$ cat config.mk
export PLATFORM = sky130hd
export DESIGN_NAME = dspd_ctrl
export DESIGN_NICKNAME = d
export VERILOG_FILES = /design/src/dspd_pkg.sv /design/src/dspd_ctrl.sv /design/src/dspd_timer.sv
export SDC_FILE = /design/constraint.sdc
export NUM_CORES = 1
export LEC_CHECK = 0
export BUFFER_PORTS_ARGS = -buffer_cell sky130_fd_sc_hd__buf_2
export CORE_ASPECT_RATIO = 2
export CORE_MARGIN = 1.5
export CORE_UTILIZATION = 30
export CTS_CLUSTER_DIAMETER = 60
export DETAILED_ROUTE_END_ITERATION = 12
export GPL_ROUTABILITY_DRIVEN = 0
export SLEW_MARGIN = 30
export SYNTH_ARGS = -nofsm -noshare
export SYNTH_HDL_FRONTEND = slang
export SYNTH_SLANG_ARGS = --single-unit
$ cat constraint.sdc
create_clock -name REF_CLK -period 6.9 [get_ports REF_CLK]
set_input_delay 1.38 -clock REF_CLK [delete_from_list [all_inputs] [get_ports REF_CLK]]
set_output_delay 1.38 -clock REF_CLK [all_outputs]
set_load 0.02 [all_outputs]
$ cat src/dspd_pkg.sv
/*
 * shared constants and types for the dual strobe page memory controller.
 * assumes a single 10 MHz clock; every time is rounded to whole cycles here.
 */
//
// Operation
// (RQ1) two column strobes gate one byte lane each
// (RQ2) column captured on first falling column strobe
// (RQ3) each strobe enables only its own lane
// (RQ4) both strobes high before a new column
// (RQ5) overlap strobes when keeping column address valid
// (RQ6) early write stores lanes whose strobe is low
// (RQ7) hold strobe pulse width, then precharge
// (RQ8) page mode keeps row across columns
// (RQ9) column buffers transparent until first strobe
// (RQ10) read valid after address or strobe access time
// (RQ11) next page access counted from last rise
// (RQ12) nine row then nine column address bits
// (RQ13) address stable before each capturing edge
// (RQ14) row strobe opens row, column strobe selects
// (RQ15) write select high reads, low writes
// (RQ16) early write keeps outputs floating
// (RQ17) delayed write captures data on write fall
// (RQ18) raise output enable before driving write data
// (RQ19) outputs float until strobe and enable low
// (RQ20) read valid after strobe access time
// (RQ21) outputs unlatched, follow strobes directly
// (RQ22) refresh all 512 rows within 8 ms
// (RQ23) outputs driven only with all strobes low; the model drives each lane on its own strobe alone
// (RQ24) strobe before row strobe performs refresh
package dspd_pkg;
   // ************************************************************
   // timing figures, in their printed units
   // ************************************************************
   localparam int CLK_NS = 100;             // reference clock period
   localparam int ROW_ACCESS_NS = 60;       // row strobe access time
   localparam int STROBE_ACCESS_NS = 15;    // strobe access time
   localparam int COL_ADDR_ACCESS_NS = 30;  // column address access time
   localparam int PRECHARGE_ACCESS_NS = 35; // precharge access time
   localparam int REFRESH_MS = 8;           // whole array refresh period
   localparam int REFRESH_ROWS = 512;       // rows per period
   // ************************************************************
   // derived cycle counts; least times round up
   // ************************************************************
   localparam int ROW_ACCESS_CYC = (ROW_ACCESS_NS + CLK_NS - 1) / CLK_NS;
   localparam int STROBE_ACCESS_CYC = (STROBE_ACCESS_NS + CLK_NS - 1) / CLK_NS;
   localparam int COL_ACCESS_CYC = (COL_ADDR_ACCESS_NS + CLK_NS - 1) / CLK_NS;
   localparam int PRE_ACCESS_CYC = (PRECHARGE_ACCESS_NS + CLK_NS - 1) / CLK_NS;
   // longest time: refresh interval per row rounds down
   localparam int REFRESH_INTERVAL_CYC = (REFRESH_MS * 1000000 / CLK_NS) / REFRESH_ROWS;
   // ************************************************************
   // widths and field positions
   // ************************************************************
   localparam int ADDR_W = 9;      // multiplexed address lines
   localparam int DATA_W = 16;     // data lines
   localparam int ROW_LSB = 9;     // row field of the cell address
   localparam int COL_LSB = 0;     // column field of the cell address
   localparam int LOW_LANE_LSB = 8; // lower byte strobe lane sits on lines 8..15
   localparam int UP_LANE_LSB = 0;  // upper byte strobe lane sits on lines 0..7
   localparam logic [1:0] LANES_NONE = 2'h0;
   // ************************************************************
   // request carrier
   // ************************************************************
   typedef struct packed {
      logic write;          // one for write, zero for read
      logic [17:0] addr;    // row in high nine bits, column in low
      logic [1:0] lanes;    // bit1 lower byte strobe, bit0 upper byte strobe
      logic [15:0] wdata;   // write data
   } dspd_req_s;
   // pin bundle towards the memory
   typedef struct packed {
      logic ras_n;              // row strobe
      logic lower_byte_column_strobe_n;             // lower byte column strobe
      logic upper_byte_column_strobe_n;             // upper byte column strobe
      logic we_n;               // write select
      logic oe_n;               // output enable
      logic [8:0] addr;         // multiplexed address lines
   } dspd_pins_s;
endpackage : dspd_pkg

$ cat src/dspd_ctrl.sv
/*
 * controller that drives the dual strobe page memory through its pins.
 * user side is a valid/ready request port; page hits reuse the open row.
 * assumes REF_CLK at 10 MHz and memory data lines resolved by the testbench.
 */
`timescale 1ns/100ps
`default_nettype none
module dspd_ctrl #(
   parameter int REFRESH_CYC = dspd_pkg::REFRESH_INTERVAL_CYC
) (
   input wire logic REF_CLK,
   input wire logic RST,
   input wire logic REQ_VALID,
   output logic REQ_READY,
   input wire dspd_pkg::dspd_req_s REQ,
   output logic RSP_VALID,
   output logic [15:0] RSP_DATA,
   output dspd_pkg::dspd_pins_s PINS,
   input wire logic [15:0] DQ_IN,
   output logic [15:0] DQ_OUT,
   output logic [15:0] DQ_OE
);
   import dspd_pkg::*;
   // ************************************************************
   // state and storage
   // ************************************************************
   typedef enum {S_IDLE, S_ROW, S_COL, S_STROBE, S_PRE, S_CLOSE,
                 S_REF_CAS, S_REF_RAS, S_REF_END} dspd_state_e;
   dspd_state_e state_ff;        // sequencer state
   dspd_pins_s pins_ff;          // registered pin levels
   dspd_req_s req_ff;            // request in flight
   logic row_open_ff;            // a row is held open (page mode)
   logic [8:0] open_row_ff;      // row held open
   logic [15:0] rdata_ff;        // captured read data
   logic rsp_ff;                 // response pulse
   logic [15:0] dq_out_ff;       // write data driven
   logic [15:0] dq_oe_ff;        // per-lane drive enable
   logic [23:0] ref_cnt_ff;      // refresh interval counter
   logic ref_due_ff;             // refresh pending
   logic tmr_load;               // timer load strobe
   logic [3:0] tmr_count;        // timer load value
   logic tmr_done;               // timer expiry
   logic [15:0] lane_mask;       // data lines owned by requested lanes
   logic page_hit;               // request lands in the open row
   // ************************************************************
   // access timer
   // ************************************************************
   dspd_timer #(.W(4)) u_timer (
      .REF_CLK(REF_CLK),
      .RST(RST),
      .load(tmr_load),
      .count(tmr_count),
      .done(tmr_done)
   );
   // lane map: lower strobe owns lines 8..15, upper strobe lines 0..7
   assign lane_mask = {{8{req_ff.lanes[1]}}, {8{req_ff.lanes[0]}}}; // see RQ1
   assign page_hit = row_open_ff && (REQ.addr[17:ROW_LSB] == open_row_ff); // see RQ8
   assign REQ_READY = (state_ff == S_IDLE) && !ref_due_ff;
   // timer loads in S_ROW, S_COL and S_PRE; only S_STROBE waits on it
   always_comb begin
      tmr_load = 1'b0;
      tmr_count = 4'h0;
      unique case (state_ff)
         S_ROW: begin
            tmr_load = 1'b1;
            tmr_count = 4'(ROW_ACCESS_CYC); // see RQ20
         end
         S_COL: begin
            tmr_load = 1'b1;
            // column access or strobe access, whichever is longer
            tmr_count = 4'((COL_ACCESS_CYC > STROBE_ACCESS_CYC) ?
                           COL_ACCESS_CYC : STROBE_ACCESS_CYC); // see RQ10
         end
         S_PRE: begin
            tmr_load = 1'b1;
            tmr_count = 4'(PRE_ACCESS_CYC); // see RQ11
         end
         default: begin
            tmr_load = 1'b0;
         end
      endcase
   end
   // ************************************************************
   // refresh scheduler
   // ************************************************************
   // one row per interval keeps all 512 inside the period
   always_ff @(posedge REF_CLK or posedge RST) begin
      if (RST) begin
         ref_cnt_ff <= 24'h000000;
         ref_due_ff <= 1'b0;
      end else begin
         if (ref_cnt_ff >= 24'(REFRESH_CYC - 1)) begin
            ref_cnt_ff <= 24'h000000;
            ref_due_ff <= 1'b1; // see RQ22
         end else begin
            ref_cnt_ff <= ref_cnt_ff + 24'h000001;
            if (state_ff == S_REF_END) begin
               ref_due_ff <= 1'b0;
            end
         end
      end
   end
   // ************************************************************
   // sequencer: pins change a whole cycle apart, so every 100 ns
   // step exceeds the short pulse, setup and precharge minima
   // ************************************************************
   always_ff @(posedge REF_CLK or posedge RST) begin
      if (RST) begin
         state_ff <= S_IDLE;
         pins_ff <= '{ras_n: 1'b1, lower_byte_column_strobe_n: 1'b1, upper_byte_column_strobe_n: 1'b1, we_n: 1'b1,
                      oe_n: 1'b1, addr: 9'h000};
         req_ff <= '0;
         row_open_ff <= 1'b0;
         open_row_ff <= 9'h000;
         dq_out_ff <= 16'h0000;
         dq_oe_ff <= 16'h0000;
      end else begin
         unique case (state_ff)
            S_IDLE: begin
               if (ref_due_ff) begin
                  // close any open row before refresh
                  pins_ff.ras_n <= 1'b1;
                  row_open_ff <= 1'b0;
                  state_ff <= S_REF_CAS;
               end else if (REQ_VALID) begin
                  req_ff <= REQ;
                  if (page_hit) begin
                     // page hit: column goes out while strobes are high
                     pins_ff.addr <= REQ.addr[8:COL_LSB]; // see RQ9
                     pins_ff.we_n <= !REQ.write; // see RQ15
                     state_ff <= S_COL;
                  end else if (row_open_ff) begin
                     // miss: close row first, precharge two cycles
                     pins_ff.ras_n <= 1'b1;
                     row_open_ff <= 1'b0;
                     state_ff <= S_CLOSE;
                  end else begin
                     pins_ff.addr <= REQ.addr[17:ROW_LSB]; // see RQ13
                     state_ff <= S_ROW;
                  end
               end
            end
            S_CLOSE: begin
               pins_ff.addr <= req_ff.addr[17:ROW_LSB]; // see RQ12
               state_ff <= S_ROW;
            end
            S_ROW: begin
               // address stable a cycle earlier, now the row strobe falls
               pins_ff.ras_n <= 1'b0; // see RQ14
               row_open_ff <= 1'b1;
               open_row_ff <= req_ff.addr[17:ROW_LSB];
               state_ff <= S_COL;
            end
            S_COL: begin
               if (!pins_ff.ras_n && pins_ff.addr != req_ff.addr[8:0]) begin
                  pins_ff.addr <= req_ff.addr[8:COL_LSB]; // see RQ12
               end
               pins_ff.we_n <= !req_ff.write;
               // early write: write data on lines and write select low first
               dq_out_ff <= req_ff.wdata;
               dq_oe_ff <= req_ff.write ? lane_mask : 16'h0000; // see RQ18
               pins_ff.oe_n <= req_ff.write; // see RQ16
               state_ff <= S_STROBE;
            end
            S_STROBE: begin
               // both requested strobes fall together: one shared capture
               pins_ff.lower_byte_column_strobe_n <= !req_ff.lanes[1]; // see RQ2
               pins_ff.upper_byte_column_strobe_n <= !req_ff.lanes[0]; // see RQ6
               if (tmr_done) begin
                  state_ff <= S_PRE;
               end
            end
            S_PRE: begin
               // raise both strobes together before next column
               pins_ff.lower_byte_column_strobe_n <= 1'b1; // see RQ4
               pins_ff.upper_byte_column_strobe_n <= 1'b1; // see RQ7
               pins_ff.oe_n <= 1'b1;
               pins_ff.we_n <= 1'b1;
               dq_oe_ff <= 16'h0000;
               state_ff <= S_IDLE;
            end
            S_REF_CAS: begin
               // strobe before row strobe: device picks the row
               pins_ff.lower_byte_column_strobe_n <= 1'b0; // see RQ24
               state_ff <= S_REF_RAS;
            end
            S_REF_RAS: begin
               pins_ff.ras_n <= 1'b0;
               state_ff <= S_REF_END;
            end
            S_REF_END: begin
               pins_ff.ras_n <= 1'b1;
               pins_ff.lower_byte_column_strobe_n <= 1'b1;
               state_ff <= S_IDLE;
            end
         endcase
      end
   end
   // ************************************************************
   // read capture: data valid while strobes and enable are low
   // ************************************************************
   always_ff @(posedge REF_CLK or posedge RST) begin
      if (RST) begin
         rdata_ff <= 16'h0000;
         rsp_ff <= 1'b0;
      end else begin
         rsp_ff <= 1'b0;
         if (state_ff == S_STROBE && tmr_done && !req_ff.write) begin
            // only strobed lanes carry data; others read as zero
            rdata_ff <= DQ_IN & lane_mask; // see RQ3
            rsp_ff <= 1'b1; // see RQ19
         end else if (state_ff == S_STROBE && tmr_done) begin
            rsp_ff <= 1'b1;
         end
      end
   end
   assign RSP_VALID = rsp_ff;
   assign RSP_DATA = rdata_ff;
   assign PINS = pins_ff;
   assign DQ_OUT = dq_out_ff;
   assign DQ_OE = dq_oe_ff;
endmodule : dspd_ctrl
`default_nettype wire

$ cat src/dspd_timer.sv
/*
 * small down counter giving a one-cycle done pulse after a loaded count.
 * a new load restarts the count at any time, even before done has fired.
 */
`timescale 1ns/100ps
`default_nettype none
module dspd_timer #(
   parameter int W = 16
) (
   input wire logic REF_CLK,
   input wire logic RST,
   input wire logic load,
   input wire logic [W-1:0] count,
   output logic done
);
   logic [W-1:0] cnt_ff; // remaining cycles
   logic run_ff;         // counting
   // ************************************************************
   // counter
   // ************************************************************
   // count down; done fires in the cycle the count reaches zero
   always_ff @(posedge REF_CLK or posedge RST) begin
      if (RST) begin
         cnt_ff <= '0;
         run_ff <= 1'b0;
      end else if (load) begin
         cnt_ff <= count;
         run_ff <= 1'b1;
      end else if (run_ff && cnt_ff != '0) begin
         cnt_ff <= cnt_ff - {{(W-1){1'b0}}, 1'b1};
      end else begin
         run_ff <= 1'b0;
      end
   end
   assign done = run_ff && (cnt_ff == '0) && !load;
endmodule : dspd_timer
`default_nettype wire

Word level (Yosys, flattened, before mapping)
Cells that the tools add are included.
{ "op_classes": {"add_sub_neg": 2, "n_lt_le_gt_ge": 1, "n_eq_ne": 22, "mux": 41, "n_bitwise": 2, "n_reduce_logical": 37} }
{ "op_table": {"columns": ["cell", "n"], "rows": [
  ["$pmux 32 s8", 1],
  ["$eq 32x3->1 const B", 5],
  ["$mux 32", 3],
  ["$eq 32x2->1 const B", 2],
  ["$logic_not 32->1", 2],
  ["$mux 9", 5],
  ["$eq 32x1->1 const B", 1],
  ["$eq 32x4->1 const B", 1],
  ["$eq 32x5->1 const B", 1],
  ["$pmux 16 s2", 1],
  ["$pmux 9 s3", 1],
  ["$add 24x1->24 const B", 1],
  ["$ge 24x8->1 const B", 1],
  ["$mux 24", 1],
  ["$mux 1", 18],
  ["$and 16x16->16", 1],
  ["$mux 16", 1],
  ["$ne 3x3->1 const B", 4],
  ["$reduce_bool 3->1", 4],
  ["$ne 2x2->1 const B", 5],
  ["$reduce_bool 2->1", 5],
  ["$eq 9x9->1", 1],
  ["$ne 9x9->1", 1],
  ["$pmux 1 s3", 3],
  ["16 further kinds", 36]
]} }
{ "totals": {"register_bits": 172, "out_inout_bits": 64, "wordCells": 126} }

Logic depth before layout (Yosys ltp)
{ "logic_depth": {"depth_word": 8, "ltp_mapped": 9, "depth_no_buf": 7} }

Hierarchy
From an unflattened synthesis, not the netlist that was laid out.
{ "hier_totals": {"cells_unflattened": 532, "hier_area_um2": 5773.0} }
{ "by_module_without_submodules": {"columns": ["mod", "n_inst", "cells_each", "area_each_um2", "seq_area_each_um2"], "rows": [
  ["dspd_ctrl", 1, 497, 5466.5, 3134.3],
  ["dspd_timer", 1, 35, 306.5, 125.1]
]} }

Least setup slack after synthesis
Ideal clock, no wire load.
{ "synth_path": {"path_kind": "input to register", "start": "in REQ[27] (netlist bit)", "end": "reg pins_ff, in the netlist PINS[0]", "setup_time_ns": 0.125, "arrival_time_ns": 2.754, "required_ns": 6.775, "path_slack_ns": 4.021, "cell_stages": 6, "path_buffers": 0, "cell_sequence": "xor2_1 nor4_4 nand4_2 nor3b_4 a221o_1 mux2_4"} }
{ "synth_between": {"elab_chain_len": 6, "word_cells_on_any_way": 9, "classes_between": "2 x eq/ne; 5 x mux; 2 x reduce/logical"} }
{ "synth_lines": {"columns": ["item", "line_no", "source"], "rows": [
  ["start, declared", "dspd_ctrl.sv:15", "input wire dspd_pkg::dspd_req_s REQ,"],
  ["$eq 9x9->1", "dspd_ctrl.sv:57", "assign page_hit = row_open_ff && (REQ.addr[17:ROW_LSB] == open_row_ff);"],
  ["$logic_and 1x1->1", "dspd_ctrl.sv:57", null],
  ["$mux 9", "dspd_ctrl.sv:127", "if (page_hit) begin"],
  ["$mux 9", "dspd_ctrl.sv:125", "end else if (REQ_VALID) begin"],
  ["$mux 9", "dspd_ctrl.sv:120", "if (ref_due_ff) begin"],
  ["$pmux 9 s3", "dspd_ctrl.sv:118", "unique case (state_ff)"],
  ["end signal, assigned", "dspd_ctrl.sv:110", "pins_ff <= '{ras_n: 1'b1, lower_byte_column_strobe_n: 1'b1, upper_byte_column_strobe_n: 1'b1, we_n: 1'b1,"],
  ["end, declared", "dspd_ctrl.sv:30", "dspd_pins_s pins_ff;"]
]} }
Several ways; a longest one is shown, not always the timed one. The select of a mux whose other input is x is not followed.
A chain may end at the register's enable or synchronous reset.

Worst setup path after layout
{ "layout_path": {"start": "reg state_ff[3]", "end": "out REQ_READY"} }
{ "layout_between": {"elab_chain_len": 2} }
{ "layout_lines": {"columns": ["item", "line_no", "source"], "rows": [
  ["start, declared", "dspd_ctrl.sv:29", "dspd_state_e state_ff;"],
  ["start signal, assigned", "dspd_ctrl.sv:109", "state_ff <= S_IDLE;"],
  ["start signal, assigned", "dspd_ctrl.sv:124", "state_ff <= S_REF_CAS;"],
  ["start signal, assigned", "dspd_ctrl.sv:131", "state_ff <= S_COL;"],
  ["$logic_not 32->1", "dspd_ctrl.sv:58", "assign REQ_READY = (state_ff == S_IDLE) && !ref_due_ff;"],
  ["$logic_and 1x1->1", "dspd_ctrl.sv:58", null],
  ["end, declared", "dspd_ctrl.sv:14", "output logic REQ_READY,"]
]} }
No other way between the ends.

==> qor.yml <==
vias_per_cell: 4.54
cp.required_ps: 5520
finalWirelength_mm: 13.3
pwr-share-comb_pct: 28.4
die_area_mm2: 0.0202
ant_nets: 0
rrSetupSlack_ps: 4030
die_h_um: 200
crit_type: "reg -> out"
fin_nets: 682
synth_top_area_cell: "dfrtp_1"
grt_pass1_wl_mm: 20.9
cts_tree: "built"
r2r_cells: 6
ctsResizeCount: 0
crit_fanout: 19
clk_path_buf_depth: 2
wl_met1_mm: 5.15
ys_types: 58
clockRootBuffer: "clkbuf_16"
final_util_pct: 38.3
vias: 4042
cp-end-kind: "output port"
p_leak_nw: 3.74
rows: 71
synth_seq_cells: 130
drc: 0
top_layer: "met4"
synth_top_area_share_pct: 54.0
hold_viol: 0
irDropWorstVdd_mv: 0.162
cap_violations: 0
grt_overflow_total: 0
io_pins: 120
ff_latch_area_mm2: 0.00326
rsz0062_at_grt: "false"
htree_levels: 4
fill_cells: 1892
numPortBuffers: 119
setup_violations: 0
worst_pin_slew_ps: 870
clkPwrFrac_pct: 34.6
first_pass_iters: 5
synth-edff-count: 0
synthFlopType: "dfrtp_1"
syn-cell-area_mm2: 0.00580
route.met3.wl_um: 545
clk_pin_slew_worst_paths_ps: 60
p_int_mw: 1.82
p_per_area_mw_per_mm2: 383
synth.top_cells.by_area: "dfrtp_1 54%, mux2_2 7.2%, nand2_1 6.2%"
report.final.slew_viol_count: 0
syn_inst: 505
grt_use_total_pct: 13.8
avgSynthCellArea_um2: 11.5
timing.final.crit_share_pct: 46.9
min_path_type: "reg -> reg"
seq_area_frac_synth_pct: 56.2
post_drt_wl_per_cell_um: 15.0
dp_hpwl_mm: 9.42
yosysMostFrequentCell: "dfrtp_1"
ys_async_sr_fraction_pct: 100
hold_buffers: 0
finalClockSkew_ps: 6.04
hold_depth: 2
outcome: "finished, final reports clean"
multi_input_area_mm2: 0.00235
slew_headroom_pct: 41.9
initial_core_util_pct: 30.8
period_minus_slack_ps: 3240
antenna_found_initial: 0
switching_share_pct: 34.0
drive_gt1_share_pct: 35.1
clock_sinks: 130
arrival_ps: 1860
syn2layout_area_growth_pct: 24.5
grt_max_degree: 75
met2_length_mm: 7.18
drt-initial-drc-count: 147
p_sw_mw: 0.937
clkLatencyLatePin_ps: 420
fin_tns_setup_ps: 0
core_area_mm2: 0.0188
max_freq_ghz: 0.309
antennaDiodeCount: 0
die_w_um: 101
yosys_warnings: 0
crit_path_start_kind: "flop"
cts_inserted_buffers: 17
synthTopCellsByCount: "125 x dfrtp_1, 96 x nand2_1, 37 x mux2_2, 23 x nand3_1, 23 x nor2_1"
seqPwrFrac_pct: 37.0
post-cts-setup-buffers: 0
grt_pass1_vias: 4099
## state kept, by name (all words and copies together), names as in the netlist
name            cells
DQ_OE               2
DQ_OUT             16
PINS               14
RSP_DATA           16
RSP_VALID           1
lane_mask           2
open_row_ff         9
ref_cnt_ff         24
ref_due_ff          1
req_ff             35
row_open_ff         1
state_ff            4
u_timer.cnt_ff      4
u_timer.run_ff      1
## per-stage QoR
step / power, mW / cell area, um2 / setup WS (ps) / hold slack, ps / std cells
global route: 2.92 / 7220 / 3550 / 469 / 891
detailed placement: 1.83 / 6580 / 3640 / 449 / 859
floorplan: 1.60 / 5850 / 2060 / 424 / 520
CTS: 2.80 / 7210 / 3640 / 458 / 891
finish: 2.76 / 7220 / 3660 / 455 / 891
global placement: 1.82 / 6570 / 3680 / 442 / 859
## worst max-delay path, cell delays in order (launching register included)
cell and delay, ps:
dfrtp_1 610, nor2_2 260, nand2_2 150, nor2_2 210, buf_2 210
## placed cells by master (no fill, tap or decap), drive strengths merged, types with 3 or more instances in the layout
master,n
clkbuf,19
ha,3
nand4,3
bufinv,4
nand2,97
a31oi,3
xnor2,7
xor2,21
inv,9
clkinvlp,5
a21o,3
o211ai,4
nor2,25
buf,122
dfrtp,125
a221o,9
nand3,23
a22o,9
dfstp,5
mux2,55
nor3,9
a21oi,9
nand2b,7
nor4,8
clkinv,4
o21ai,8
conb,16
## routing by layer
layer | vias to the layer above | GRT usage, %
met2 | 118 | 24.3
met5 | - | 0
met1 | 1954 | 15.0
met4 | 0 | 8.18
met3 | 26 | 2.69
li1 | 1944 | -
## worst paths after layout
path / to / start
worst min register to register: DQ_OUT[8]$_DFFE_PP0P_ / req_ff[8]$_DFFE_PP0P_
worst max-delay path: REQ_READY / state_ff[3]$_DFFE_PP0P_
worst max register to register: PINS[4]$_DFFE_PP0P_ / state_ff[1]$_DFFE_PP0P_
worst min-delay path: DQ_OUT[8]$_DFFE_PP0P_ / req_ff[8]$_DFFE_PP0P_
max in group asynchronous: req_ff[25]$_DFFE_PP0P_ / RST
min in group asynchronous: DQ_OUT[12]$_DFFE_PP0P_ / RST
## cells by family (layout without fill, tap and decap cells)
kind of cell	Yosys count	after routing	share of synthesized area, %
compound gates	57	57	7.62
xor+xnor	28	28	4.23
fa+ha+maj	3	3	0.648
buf+inv	47	163	4.55
flops	130	130	56.2
mux	56	56	11.4
other cells	1	16	0.0647
simple gates	183	183	15.2
## layout make-up
type	instances	area share [%]
Clock inverter	13	2.57
Multi-Input combinational cell	343	32.6
Timing Repair Buffer	122	8.62
Clock buffer	19	6.14
Sequential cell	130	45.2
Inverter	9	0.503
Tap cell	255	4.42
## power groups by stage
stage                     Sequential (mW)  Combinational, mW  Clock [mW]
after floorplan                      1.08              0.515           0
final                                1.02              0.785       0.955
after global placement               1.04              0.781           0
after global routing                 1.04              0.866        1.01
after CTS                            1.02              0.795       0.977
after detailed placement             1.03              0.792           0
Power figures use the tool's default switching activity.
